[src/hdl/ptccc_pkg.sv]
// Purpose: Shared constants and types for the channel clock and clear control
// Assumes: Six channels, 8-bit control registers, classic Wishbone access
// Notes: Offsets are byte addresses on a 32-bit bus
package ptccc_pkg;
  // ==========================================================
  // Register map
  localparam int PTCCC_NCH = 6;
  localparam logic [7:0] PTCCC_CTRL_BASE = 8'h00;
  localparam logic [7:0] PTCCC_SYNC_OFF = 8'h18;
  localparam logic [7:0] PTCCC_BUFCD_OFF = 8'h1C;
  localparam logic [7:0] PTCCC_PHASE_OFF = 8'h20;
  localparam logic [7:0] PTCCC_CTRL_RST = 8'h00;
  localparam logic [5:0] PTCCC_SYNC_RST = 6'h00;
  // ==========================================================
  // Field positions
  localparam int PTCCC_CLR_HI = 7;
  localparam int PTCCC_CLR_LO = 5;
  localparam int PTCCC_EDGE_HI = 4;
  localparam int PTCCC_EDGE_LO = 3;
  localparam int PTCCC_PSC_HI = 2;
  localparam int PTCCC_PSC_LO = 0;
  localparam logic [7:0] PTCCC_NARROW_MASK = 8'h7F;
  // ==========================================================
  // Prescaler divisions as tap exponents of four
  localparam int PTCCC_PRE_BITS = 12;
  // ==========================================================
  // Clock source selection per channel
  typedef enum {
    PTCCC_SRC_INT, PTCCC_SRC_EXT, PTCCC_SRC_CASCADE
  } ptccc_src_e;
  // Per-channel event inputs grouped
  typedef struct packed {
    logic match_a;
    logic match_b;
    logic match_c;
    logic match_d;
  } ptccc_match_s;
endpackage

[src/hdl/ptccc_top.sv]
// Purpose: Six-channel counter clock and clear control with Wishbone access
// Assumes: Counters, compare and capture logic live outside this block
// Notes: Pins pass two flip-flops before use
//
// Added by the designer: the Wishbone slave port and the register offsets.
`timescale 1ns/100ps
module ptccc_top
  import ptccc_pkg::*;
(
  // Clock and reset
  input wire logic clk_i,
  input wire logic rst_i,
  input wire logic standby_i,
  // Wishbone slave
  input wire logic cyc_i,
  input wire logic stb_i,
  input wire logic we_i,
  input wire logic [7:0] adr_i,
  input wire logic [3:0] sel_i,
  input wire logic [31:0] dat_i,
  output logic [31:0] dat_o,
  output logic ack_o,
  // External clock pins A..D
  input wire logic [3:0] ext_clk_i,
  // Wrap strobes of counters
  input wire logic [5:0] wrap_i,
  // Compare or capture events
  input wire ptccc_match_s [5:0] match_i,
  // Counter clears from other channels
  input wire logic [5:0] sync_clear_i,
  // Strobes to counters
  output logic [5:0] count_o,
  output logic [5:0] clear_o
);
  logic [7:0] ctrl_reg [PTCCC_NCH]; // Control registers
  logic [5:0] sync_reg; // Sync enables
  logic [3:0] bufcd4_reg; // C,D buffer flags ch0 [1:0], ch3 [3:2]
  logic [5:0] phase_reg; // Phase counting flags
  logic [3:0] ext_s1_reg; // First sync stage
  logic [3:0] ext_s2_reg; // Second sync stage
  logic [PTCCC_PRE_BITS-1:0] pre_reg; // Prescaler
  logic [PTCCC_PRE_BITS-1:0] pre_next;
  logic [6:0] taps; // Division taps
  logic req; // Wishbone request
  logic wr; // Write strobe
  logic [7:0] wdata; // Low lane data
  logic [31:0] rdata;
  logic [5:0] sync_any;

  assign req = cyc_i & stb_i & ~ack_o;
  assign wr = req & we_i & sel_i[0];
  assign wdata = dat_i[7:0];

  // ==========================================================
  // Pin synchroniser
  always_ff @(posedge clk_i)
  begin
    if (rst_i)
    begin
      ext_s1_reg <= 4'h0;
      ext_s2_reg <= 4'h0;
    end
    else
    begin
      ext_s1_reg <= ext_clk_i;
      ext_s2_reg <= ext_s1_reg;
    end
  end

  // ==========================================================
  // Free-running prescaler
  assign pre_next = pre_reg + 12'h001;
  always_ff @(posedge clk_i)
  begin
    if (rst_i) pre_reg <= 12'h000;
    else pre_reg <= pre_next;
  end
  // Tap 0 is a strobe each cycle; others square waves
  assign taps[0] = 1'b1;
  assign taps[1] = pre_reg[1];
  assign taps[2] = pre_reg[3];
  assign taps[3] = pre_reg[5];
  assign taps[4] = pre_reg[7];
  assign taps[5] = pre_reg[9];
  assign taps[6] = pre_reg[11];

  // ==========================================================
  // Wishbone acknowledge, one cycle after request
  always_ff @(posedge clk_i)
  begin
    if (rst_i) ack_o <= 1'b0;
    else ack_o <= req;
  end

  // ==========================================================
  // Control registers, forced to zero by reset and standby
  genvar g;
  generate
    for (g = 0; g < PTCCC_NCH; g++)
    begin : g_ctrl
      localparam logic [7:0] MASK =
        ((g == 0) || (g == 3)) ? 8'hFF : PTCCC_NARROW_MASK;
      always_ff @(posedge clk_i)
      begin
        if (rst_i || standby_i) ctrl_reg[g] <= PTCCC_CTRL_RST;
        else if (wr && adr_i == PTCCC_CTRL_BASE + 8'(4 * g))
          ctrl_reg[g] <= wdata & MASK;
      end
    end
  endgenerate

  // Sync, buffer and phase configuration
  always_ff @(posedge clk_i)
  begin
    if (rst_i || standby_i)
    begin
      sync_reg <= PTCCC_SYNC_RST;
      bufcd4_reg <= 4'h0;
      phase_reg <= 6'h00;
    end
    else if (wr)
    begin
      if (adr_i == PTCCC_SYNC_OFF) sync_reg <= wdata[5:0];
      if (adr_i == PTCCC_BUFCD_OFF) bufcd4_reg <= wdata[3:0];
      if (adr_i == PTCCC_PHASE_OFF) phase_reg <= wdata[5:0] & 6'h36;
    end
  end

  // ==========================================================
  // Read multiplexer, unmapped reads give zero
  always_comb
  begin
    rdata = 32'h0000_0000;
    for (int i = 0; i < PTCCC_NCH; i++)
      if (adr_i == PTCCC_CTRL_BASE + 8'(4 * i))
        rdata = {24'h000000, ctrl_reg[i]};
    if (adr_i == PTCCC_SYNC_OFF) rdata = {26'h0, sync_reg};
    if (adr_i == PTCCC_BUFCD_OFF) rdata = {28'h0, bufcd4_reg};
    if (adr_i == PTCCC_PHASE_OFF) rdata = {26'h0, phase_reg};
  end

  // Read data register
  always_ff @(posedge clk_i)
  begin
    if (rst_i) dat_o <= 32'h0000_0000;
    else if (req && !we_i) dat_o <= rdata;
  end

  // ==========================================================
  // Synchronous clear from any other enabled channel
  generate
    for (g = 0; g < PTCCC_NCH; g++)
    begin : g_chan
      localparam int CASC = (g == 1) ? 2 : 5;
      assign sync_any[g] =
        |(sync_clear_i & sync_reg & ~(6'h01 << g));
      ptccc_chan #(.CH(g)) u_ptccc_chan (
        .clk_i(clk_i),
        .rst_i(rst_i),
        .ctrl_i(ctrl_reg[g]),
        .sync_en_i(sync_reg[g]),
        .buf_c_i((g == 0) ? bufcd4_reg[0] :
          ((g == 3) ? bufcd4_reg[2] : 1'b0)),
        .buf_d_i((g == 0) ? bufcd4_reg[1] :
          ((g == 3) ? bufcd4_reg[3] : 1'b0)),
        .phase_i(phase_reg[g]),
        .tap_i(taps),
        .ext_i(ext_s2_reg),
        .cascade_i(wrap_i[CASC]),
        .match_i(match_i[g]),
        .sync_clear_i(sync_any[g]),
        .count_o(count_o[g]),
        .clear_o(clear_o[g])
      );
    end
  endgenerate

  // ==========================================================
  // Checks
  property p_ctrl_reset;
    @(posedge clk_i) (rst_i || standby_i) |=> ctrl_reg[0] == 8'h00;
  endproperty
  a_ctrl_reset: assert property (p_ctrl_reset)
    else $error("control not cleared");

  property p_reserved;
    @(posedge clk_i) disable iff (rst_i) ctrl_reg[1][7] == 1'b0;
  endproperty
  a_reserved: assert property (p_reserved)
    else $error("reserved bit set");

  property p_no_clear;
    @(posedge clk_i) disable iff (rst_i)
      (ctrl_reg[0][7:5] == 3'h0 || ctrl_reg[0][7:5] == 3'h4)
        |-> !clear_o[0];
  endproperty
  a_no_clear: assert property (p_no_clear)
    else $error("clear while disabled");

  property p_clear_a;
    @(posedge clk_i) disable iff (rst_i)
      ctrl_reg[3][7:5] == 3'h1 |-> clear_o[3] == match_i[3].match_a;
  endproperty
  a_clear_a: assert property (p_clear_a)
    else $error("clear A mismatch");

  property p_buffer;
    @(posedge clk_i) disable iff (rst_i)
      (ctrl_reg[0][7:5] == 3'h5 && bufcd4_reg[0]) |-> !clear_o[0];
  endproperty
  a_buffer: assert property (p_buffer)
    else $error("buffer reg cleared counter");

  property p_sync;
    @(posedge clk_i) disable iff (rst_i)
      (ctrl_reg[2][6:5] == 2'h3 && !sync_reg[2]) |-> !clear_o[2];
  endproperty
  a_sync: assert property (p_sync)
    else $error("sync clear without enable");

  property p_div1;
    @(posedge clk_i) disable iff (rst_i)
      ctrl_reg[0][2:0] == 3'h0 |-> count_o[0];
  endproperty
  a_div1: assert property (p_div1)
    else $error("div1 not every cycle");

  property p_cascade;
    @(posedge clk_i) disable iff (rst_i)
      ctrl_reg[1][2:0] == 3'h7 |-> count_o[1] == wrap_i[2];
  endproperty
  a_cascade: assert property (p_cascade)
    else $error("cascade mismatch");

  property p_ack;
    @(posedge clk_i) disable iff (rst_i)
      (cyc_i && stb_i && !ack_o) |=> ack_o ##1 !ack_o;
  endproperty
  a_ack: assert property (p_ack)
    else $error("ack timing");

  // Reset and standby clear wide control 3 and narrow control 5 too
  property p_ctrl_reset_all;
    @(posedge clk_i) (rst_i || standby_i) |=>
      (ctrl_reg[3] == 8'h00 && ctrl_reg[5] == 8'h00);
  endproperty
  a_ctrl_reset_all: assert property (p_ctrl_reset_all)
    else $error("control 3 or 5 not cleared");

  // Reserved top bit stays low on narrow channels 2, 4 and 5
  property p_reserved_all;
    @(posedge clk_i) disable iff (rst_i)
      !ctrl_reg[2][7] && !ctrl_reg[4][7] && !ctrl_reg[5][7];
  endproperty
  a_reserved_all: assert property (p_reserved_all)
    else $error("reserved bit set on narrow channel");

  // Code 101 follows match C when C is not a buffer
  property p_clear_c;
    @(posedge clk_i) disable iff (rst_i)
      (ctrl_reg[0][7:5] == 3'h5 && !bufcd4_reg[0])
        |-> clear_o[0] == match_i[0].match_c;
  endproperty
  a_clear_c: assert property (p_clear_c)
    else $error("clear C mismatch");

  // Code 110 follows match D when D is not a buffer
  property p_clear_d;
    @(posedge clk_i) disable iff (rst_i)
      (ctrl_reg[0][7:5] == 3'h6 && !bufcd4_reg[1])
        |-> clear_o[0] == match_i[0].match_d;
  endproperty
  a_clear_d: assert property (p_clear_d)
    else $error("clear D mismatch");

  // Sync codes follow any other enabled channel's clear
  property p_sync_clear;
    @(posedge clk_i) disable iff (rst_i)
      (ctrl_reg[0][6:5] == 2'h3 && sync_reg[0])
        |-> clear_o[0] == |(sync_clear_i & sync_reg & 6'h3E);
  endproperty
  a_sync_clear: assert property (p_sync_clear)
    else $error("sync clear mismatch");

  // Narrow code 01 follows match A
  property p_narrow_a;
    @(posedge clk_i) disable iff (rst_i)
      ctrl_reg[1][6:5] == 2'h1 |-> clear_o[1] == match_i[1].match_a;
  endproperty
  a_narrow_a: assert property (p_narrow_a)
    else $error("narrow clear A mismatch");

  // Channel 4 code 7 passes channel 5 wrap strobes
  property p_cascade4;
    @(posedge clk_i) disable iff (rst_i)
      ctrl_reg[4][2:0] == 3'h7 |-> count_o[4] == wrap_i[5];
  endproperty
  a_cascade4: assert property (p_cascade4)
    else $error("cascade 4 mismatch");

  // Falling-edge mode on a pin counts only with the pin low
  property p_fall_only;
    @(posedge clk_i) disable iff (rst_i)
      (ctrl_reg[0][4:3] == 2'h1 && ctrl_reg[0][2] && count_o[0])
        |-> !ext_s2_reg[ctrl_reg[0][1:0]];
  endproperty
  a_fall_only: assert property (p_fall_only)
    else $error("fall count with pin high");
endmodule

[src/hdl/ptccc_chan.sv]
// Purpose: One channel's clock source, edge and clear source decoder
// Assumes: Taps and pins already synchronised to clk_i
// Notes: Produces one-cycle count and clear strobes
`timescale 1ns/100ps
module ptccc_chan
  import ptccc_pkg::*;
#(
  parameter int CH = 0
)
(
  // Clock and reset
  input wire logic clk_i,
  input wire logic rst_i,
  // Control
  input wire logic [7:0] ctrl_i,
  input wire logic sync_en_i,
  input wire logic buf_c_i,
  input wire logic buf_d_i,
  input wire logic phase_i,
  // Sources
  input wire logic [6:0] tap_i,
  input wire logic [3:0] ext_i,
  input wire logic cascade_i,
  input wire ptccc_match_s match_i,
  input wire logic sync_clear_i,
  // Results
  output logic count_o,
  output logic clear_o
);
  logic [2:0] psc; // Prescale field
  logic [1:0] edge_sel; // Edge field
  logic [2:0] clr; // Clear field
  logic src_level; // Selected source level
  logic src_prev_reg; // Previous level
  logic edge_ok; // Edge honoured
  logic is_pulse; // Source is a strobe
  logic rise;
  logic fall;
  logic [2:0] clr_code;

  assign psc = ctrl_i[PTCCC_PSC_HI:PTCCC_PSC_LO];
  assign edge_sel = ctrl_i[PTCCC_EDGE_HI:PTCCC_EDGE_LO];
  assign clr = ctrl_i[PTCCC_CLR_HI:PTCCC_CLR_LO];

  // ==========================================================
  // Source multiplexer per channel
  always_comb
  begin
    src_level = 1'b0;
    is_pulse = 1'b0;
    case (CH)
      0:
      begin
        // Internal 1..64 then pins A..D
        if (psc[2]) src_level = ext_i[psc[1:0]];
        else src_level = tap_i[psc[1:0]];
        is_pulse = (psc == 3'h0);
      end
      1:
      begin
        case (psc)
          3'h4: src_level = ext_i[0];
          3'h5: src_level = ext_i[1];
          3'h6: src_level = tap_i[4];
          3'h7: src_level = cascade_i;
          default: src_level = tap_i[psc[1:0]];
        endcase
        is_pulse = (psc == 3'h0) || (psc == 3'h7);
      end
      2:
      begin
        case (psc)
          3'h4: src_level = ext_i[0];
          3'h5: src_level = ext_i[1];
          3'h6: src_level = ext_i[2];
          3'h7: src_level = tap_i[5];
          default: src_level = tap_i[psc[1:0]];
        endcase
        is_pulse = (psc == 3'h0);
      end
      3:
      begin
        case (psc)
          3'h4: src_level = ext_i[0];
          3'h5: src_level = tap_i[5];
          3'h6: src_level = tap_i[4];
          3'h7: src_level = tap_i[6];
          default: src_level = tap_i[psc[1:0]];
        endcase
        is_pulse = (psc == 3'h0);
      end
      4:
      begin
        case (psc)
          3'h4: src_level = ext_i[0];
          3'h5: src_level = ext_i[2];
          3'h6: src_level = tap_i[5];
          3'h7: src_level = cascade_i;
          default: src_level = tap_i[psc[1:0]];
        endcase
        is_pulse = (psc == 3'h0) || (psc == 3'h7);
      end
      default:
      begin
        case (psc)
          3'h4: src_level = ext_i[0];
          3'h5: src_level = ext_i[2];
          3'h6: src_level = tap_i[4];
          3'h7: src_level = ext_i[3];
          default: src_level = tap_i[psc[1:0]];
        endcase
        is_pulse = (psc == 3'h0);
      end
    endcase
  end

  // Previous source level for edge detection
  always_ff @(posedge clk_i)
  begin
    if (rst_i) src_prev_reg <= 1'b0;
    else src_prev_reg <= src_level;
  end

  assign rise = src_level & ~src_prev_reg;
  assign fall = ~src_level & src_prev_reg;
  // Phase counting overrides edge choice on narrow channels
  assign edge_ok = !(phase_i && (CH != 0) && (CH != 3));

  // ==========================================================
  // Count strobe: strobes pass straight, levels by edge
  always_comb
  begin
    if (is_pulse) count_o = src_level;
    else if (!edge_ok) count_o = rise;
    else if (edge_sel[1]) count_o = rise | fall;
    else if (edge_sel[0]) count_o = fall;
    else count_o = rise;
  end

  // ==========================================================
  // Clear source decode
  assign clr_code = ((CH == 0) || (CH == 3)) ? clr : {1'b0, clr[1:0]};
  always_comb
  begin
    case (clr_code)
      3'h1: clear_o = match_i.match_a;
      3'h2: clear_o = match_i.match_b;
      3'h5: clear_o = match_i.match_c & ~buf_c_i;
      3'h6: clear_o = match_i.match_d & ~buf_d_i;
      3'h3, 3'h7: clear_o = sync_clear_i & sync_en_i;
      default: clear_o = 1'b0;
    endcase
  end
endmodule

[config.mk]
export PLATFORM = sky130hd
export DESIGN_NAME = ptccc_top
export DESIGN_NICKNAME = d
export VERILOG_FILES = /design/src/hdl/ptccc_pkg.sv /design/src/hdl/ptccc_top.sv /design/src/hdl/ptccc_chan.sv
export SDC_FILE = /design/constraint.sdc
export NUM_CORES = 1
export LEC_CHECK = 0
export BUFFER_PORTS_ARGS = -buffer_cell sky130_fd_sc_hd__buf_4
export CAP_MARGIN = 20
export CORE_MARGIN = 2
export CORE_UTILIZATION = 58
export DETAILED_ROUTE_END_ITERATION = 16
export PLACE_DENSITY_LB_ADDON = 0.1
export SLEW_MARGIN = 20
export SYNTH_ARGS = -nofsm -noshare
export SYNTH_HDL_FRONTEND = slang
export SYNTH_SLANG_ARGS = --single-unit
[constraint.sdc]
create_clock -name clk_i -period 5.7 [get_ports clk_i]
set_clock_uncertainty 0.2 [all_clocks]
set_input_delay 1.14 -clock clk_i [delete_from_list [all_inputs] [get_ports clk_i]]
set_output_delay 1.14 -clock clk_i [all_outputs]
set_load 0.005 [all_outputs]
==> results.toml <==
[status]
outcome = "complete, no violations"

[logic_synthesis]
synth_top_area_share_pct = 24.4
netlist_top_cells_area = "edfxtp_1 (24%), dfxtp_1 (18%), mux2i_1 (5.7%)"
synthAdderAreaFrac_pct = 3.01
synth_common_cells = "nor2_1 (58), dfxtp_1 (49), and2_1 (47)"
synth_cell_types = 66
ys_seq_area_share_pct = 42.5
synth-xor-area-share_pct = 1.13
synth_most_common_cell = "nor2_1"
synth_mux_area_share_pct = 10.7
async_flop_share_pct = 0
yosysWarnings = 0
synthCells = 552
synth_compound_area_share_pct = 11.9
syn-cell-area_mm2 = 0.00541
postSynthAreaPerCell_um2 = 9.81
synthSimpleGateAreaFrac_pct = 22.8
synth_seq_cells = 93
ys.flop_type = "dfxtp_1"
synth_area_leader_cell = "edfxtp_1"
synth-edff-count = 44
synth_top_family_by_area = "simple AND/OR/NAND/NOR gates"

[job]
drv_cap = 0

[min_path]
hold_end = "ext_s2_reg[2]$_SDFF_PP0_"
hp-class = "flop to flop"
worstHoldStart = "ext_s1_reg[2]$_SDFF_PP0_"
whs_path_depth = 1

[critical_path]
max_stage_delay_ps = 460
worstPathMaxFanout = 3
crit-reg2reg-launch = "ack_o$_SDFF_PP0_"
startpoint_type = "input port"
r2r-end = "ctrl_reg[1][5]$_SDFFCE_PN0P_"
r2r_setup_slack_ps = 3210
required_ps = 4360
worstSetupPathType = "input port to primary output"
cp_slowest_cell = "mux4_2"
rr_worst_depth = 4
arrival_ps = 3030
end_kind = "primary output"
critical_path.cell_chain = "buf_4 > mux4_2 > a21oi_1 > inv_1 > ha_1 > a21oi_1 > o22a_1 > nor2_1 > o221ai_1 > buf_4"

[clocking]
cts_tree = "yes"
h-tree-depth = 3
cts_buffer_depth = 2
clock-root-buffer = "clkbuf_8"
hold_buffers = 0
cts_sinks = 93
numCtsBuffers = 9
path_clk_slew_ps = 100
clk_latency_ps = 370
post_cts_buffers = 0
cts-resized-gates = 0

[global_route]
grt_pass1_wl_mm = 21.0
antenna_found_initial = 0
grt_pass1_vias = 4046
grt_max_degree = 40
grtUsageTotal_pct = 27.4
overflow = 0

[pwr]
comb_power_share_pct = 12.7
p_int_w = 0.000978
p_per_area_mw_per_mm2 = 224
switching_power_w = 0.000369
swShare_pct = 27.4
power_frac_clock_pct = 32.1
p_seq_share_pct = 55.3
vdd_drop_max_mv = 0.146
p_leak_nw = 2.38

[cells_and_area]
final_cells = 722
antenna_cells = 0
fin_area_mm2 = 0.00601
drive_gt1_share_pct = 19.6
largest_reg_flops = 44
area_delta_synth_final_pct = 11.0
nNetsFinal = 709

[placed_design]
dp_hpwl_mm = 10.2
placed_cells = 706
placed_area_mm2 = 0.00582
globalplace.congestion = 0.954
port_buffers = 71

[routing]
finalWirelength_mm = 13.5
drtPass1Iterations = 5
wire_per_inst_um = 18.7
avgViaCountPerCell = 5.99
drt_iter0_drc = 282
ant_nets = 0
route.detailed.drc = 0
num_vias = 4325

[sta]
hold_slack_ps = 246
setup_violations = 0
worst_slew_pin_slew_ps = 1050
fmax_ghz = 0.229
hold_viol_final = 0
fin_crit_ps = 4370
slew_violations = 0
period_share_pct = 76.6
grt_setup_unrepaired = "no"
relSlewSlack_pct = 29.4
totalNegativeSetupSlack_ps = 0

[floorplan]
die_w_um = 101
start_util_pct = 59.1
die_area_mm2 = 0.0101
fp-row-count = 35
pin_count = 135
die_h_um = 101
core_mm2 = 0.00915
[cell families after synthesis]
| group | count (synthesis) |
|---|---|
| compound gates | 99 |
| mux | 45 |
| buf+inv | 70 |
| xor+xnor | 7 |
| simple gates | 224 |
| flops | 93 |
| fa+ha+maj | 13 |
| other cells | 1 |
[how the worst max path moves through the flow]
stage	start	end	slack, ps	cells past startpoint
CTS	wrap_i[2]	count_o[1]	1330	10
floorplan	wrap_i[5]	count_o[4]	1630	9
global route	wrap_i[2]	count_o[1]	1190	10
detailed placement	wrap_i[2]	count_o[1]	1330	10
global placement	wrap_i[2]	count_o[1]	1380	10
finish	wrap_i[2]	count_o[1]	1330	10
[power groups by stage]
stage	combinational (W)	clock, W	sequential [W]
floorplan	0.000121	0	0.000750
global placement	0.000163	0	0.000758
detailed placement	0.000169	0	0.000760
CTS	0.000170	0.000436	0.000744
global route	0.000188	0.000464	0.000748
finish	0.000171	0.000432	0.000744
[cell usage in the layout, fill, tap and decap left out, types with 3 or more instances in the layout]
master    count
a221oi_1      6
nor3_4        3
o21ai_0      21
nand2_1      37
inv_6         3
or3_1         4
inv_1        18
o221ai_1      3
o211ai_1      4
o31ai_1       3
mux2i_1      31
clkbuf_8     10
a31oi_1       7
nor3b_1       4
mux4_2       10
and2_1       47
nor3_1        5
mux2_2        4
nor2b_1      11
nand2b_1      8
buf_4        72
dfxtp_1      49
ha_1         13
nand2_2       3
nor2_1       58
nand4_1       7
a21oi_1      31
xor2_1        5
nand3_1      15
edfxtp_1     44
and3_1        3
conb_1       24
[layer usage]
layer,GRT usage [%],wire (um)
met2,43.6,6340
met4,8.01,223
met5,0,0
met3,3.61,1030
met1,39.4,5940
[worst max-delay path: cells and delay by family]
family	cells	cell delay, ps
mux	1	460
simple gates	1	50
buf+inv	3	330
fa+ha+maj	1	270
compound gates	4	760
[area by class of cell]
class,instances,area (um2)
Multi-Input combinational cell,412,2770
Fill cell,741,3140
Tap cell,111,139
Inverter,18,67.6
Clock buffer,10,138
Sequential cell,93,2300
Clock inverter,6,50.0
Timing Repair Buffer,72,541
[metrics by stage]
step	power (W)	util [%]	setup WS, ps
6_report	0.00135	65.7	1330
4_1_cts	0.00135	65.6	1330
3_3_place_gp	0.000921	63.6	1380
5_1_grt	0.00140	65.7	1190
3_5_place_dp	0.000929	63.6	1330
2_1_floorplan	0.000870	-	1630
Note: power is estimated with default switching activity, not from simulation.
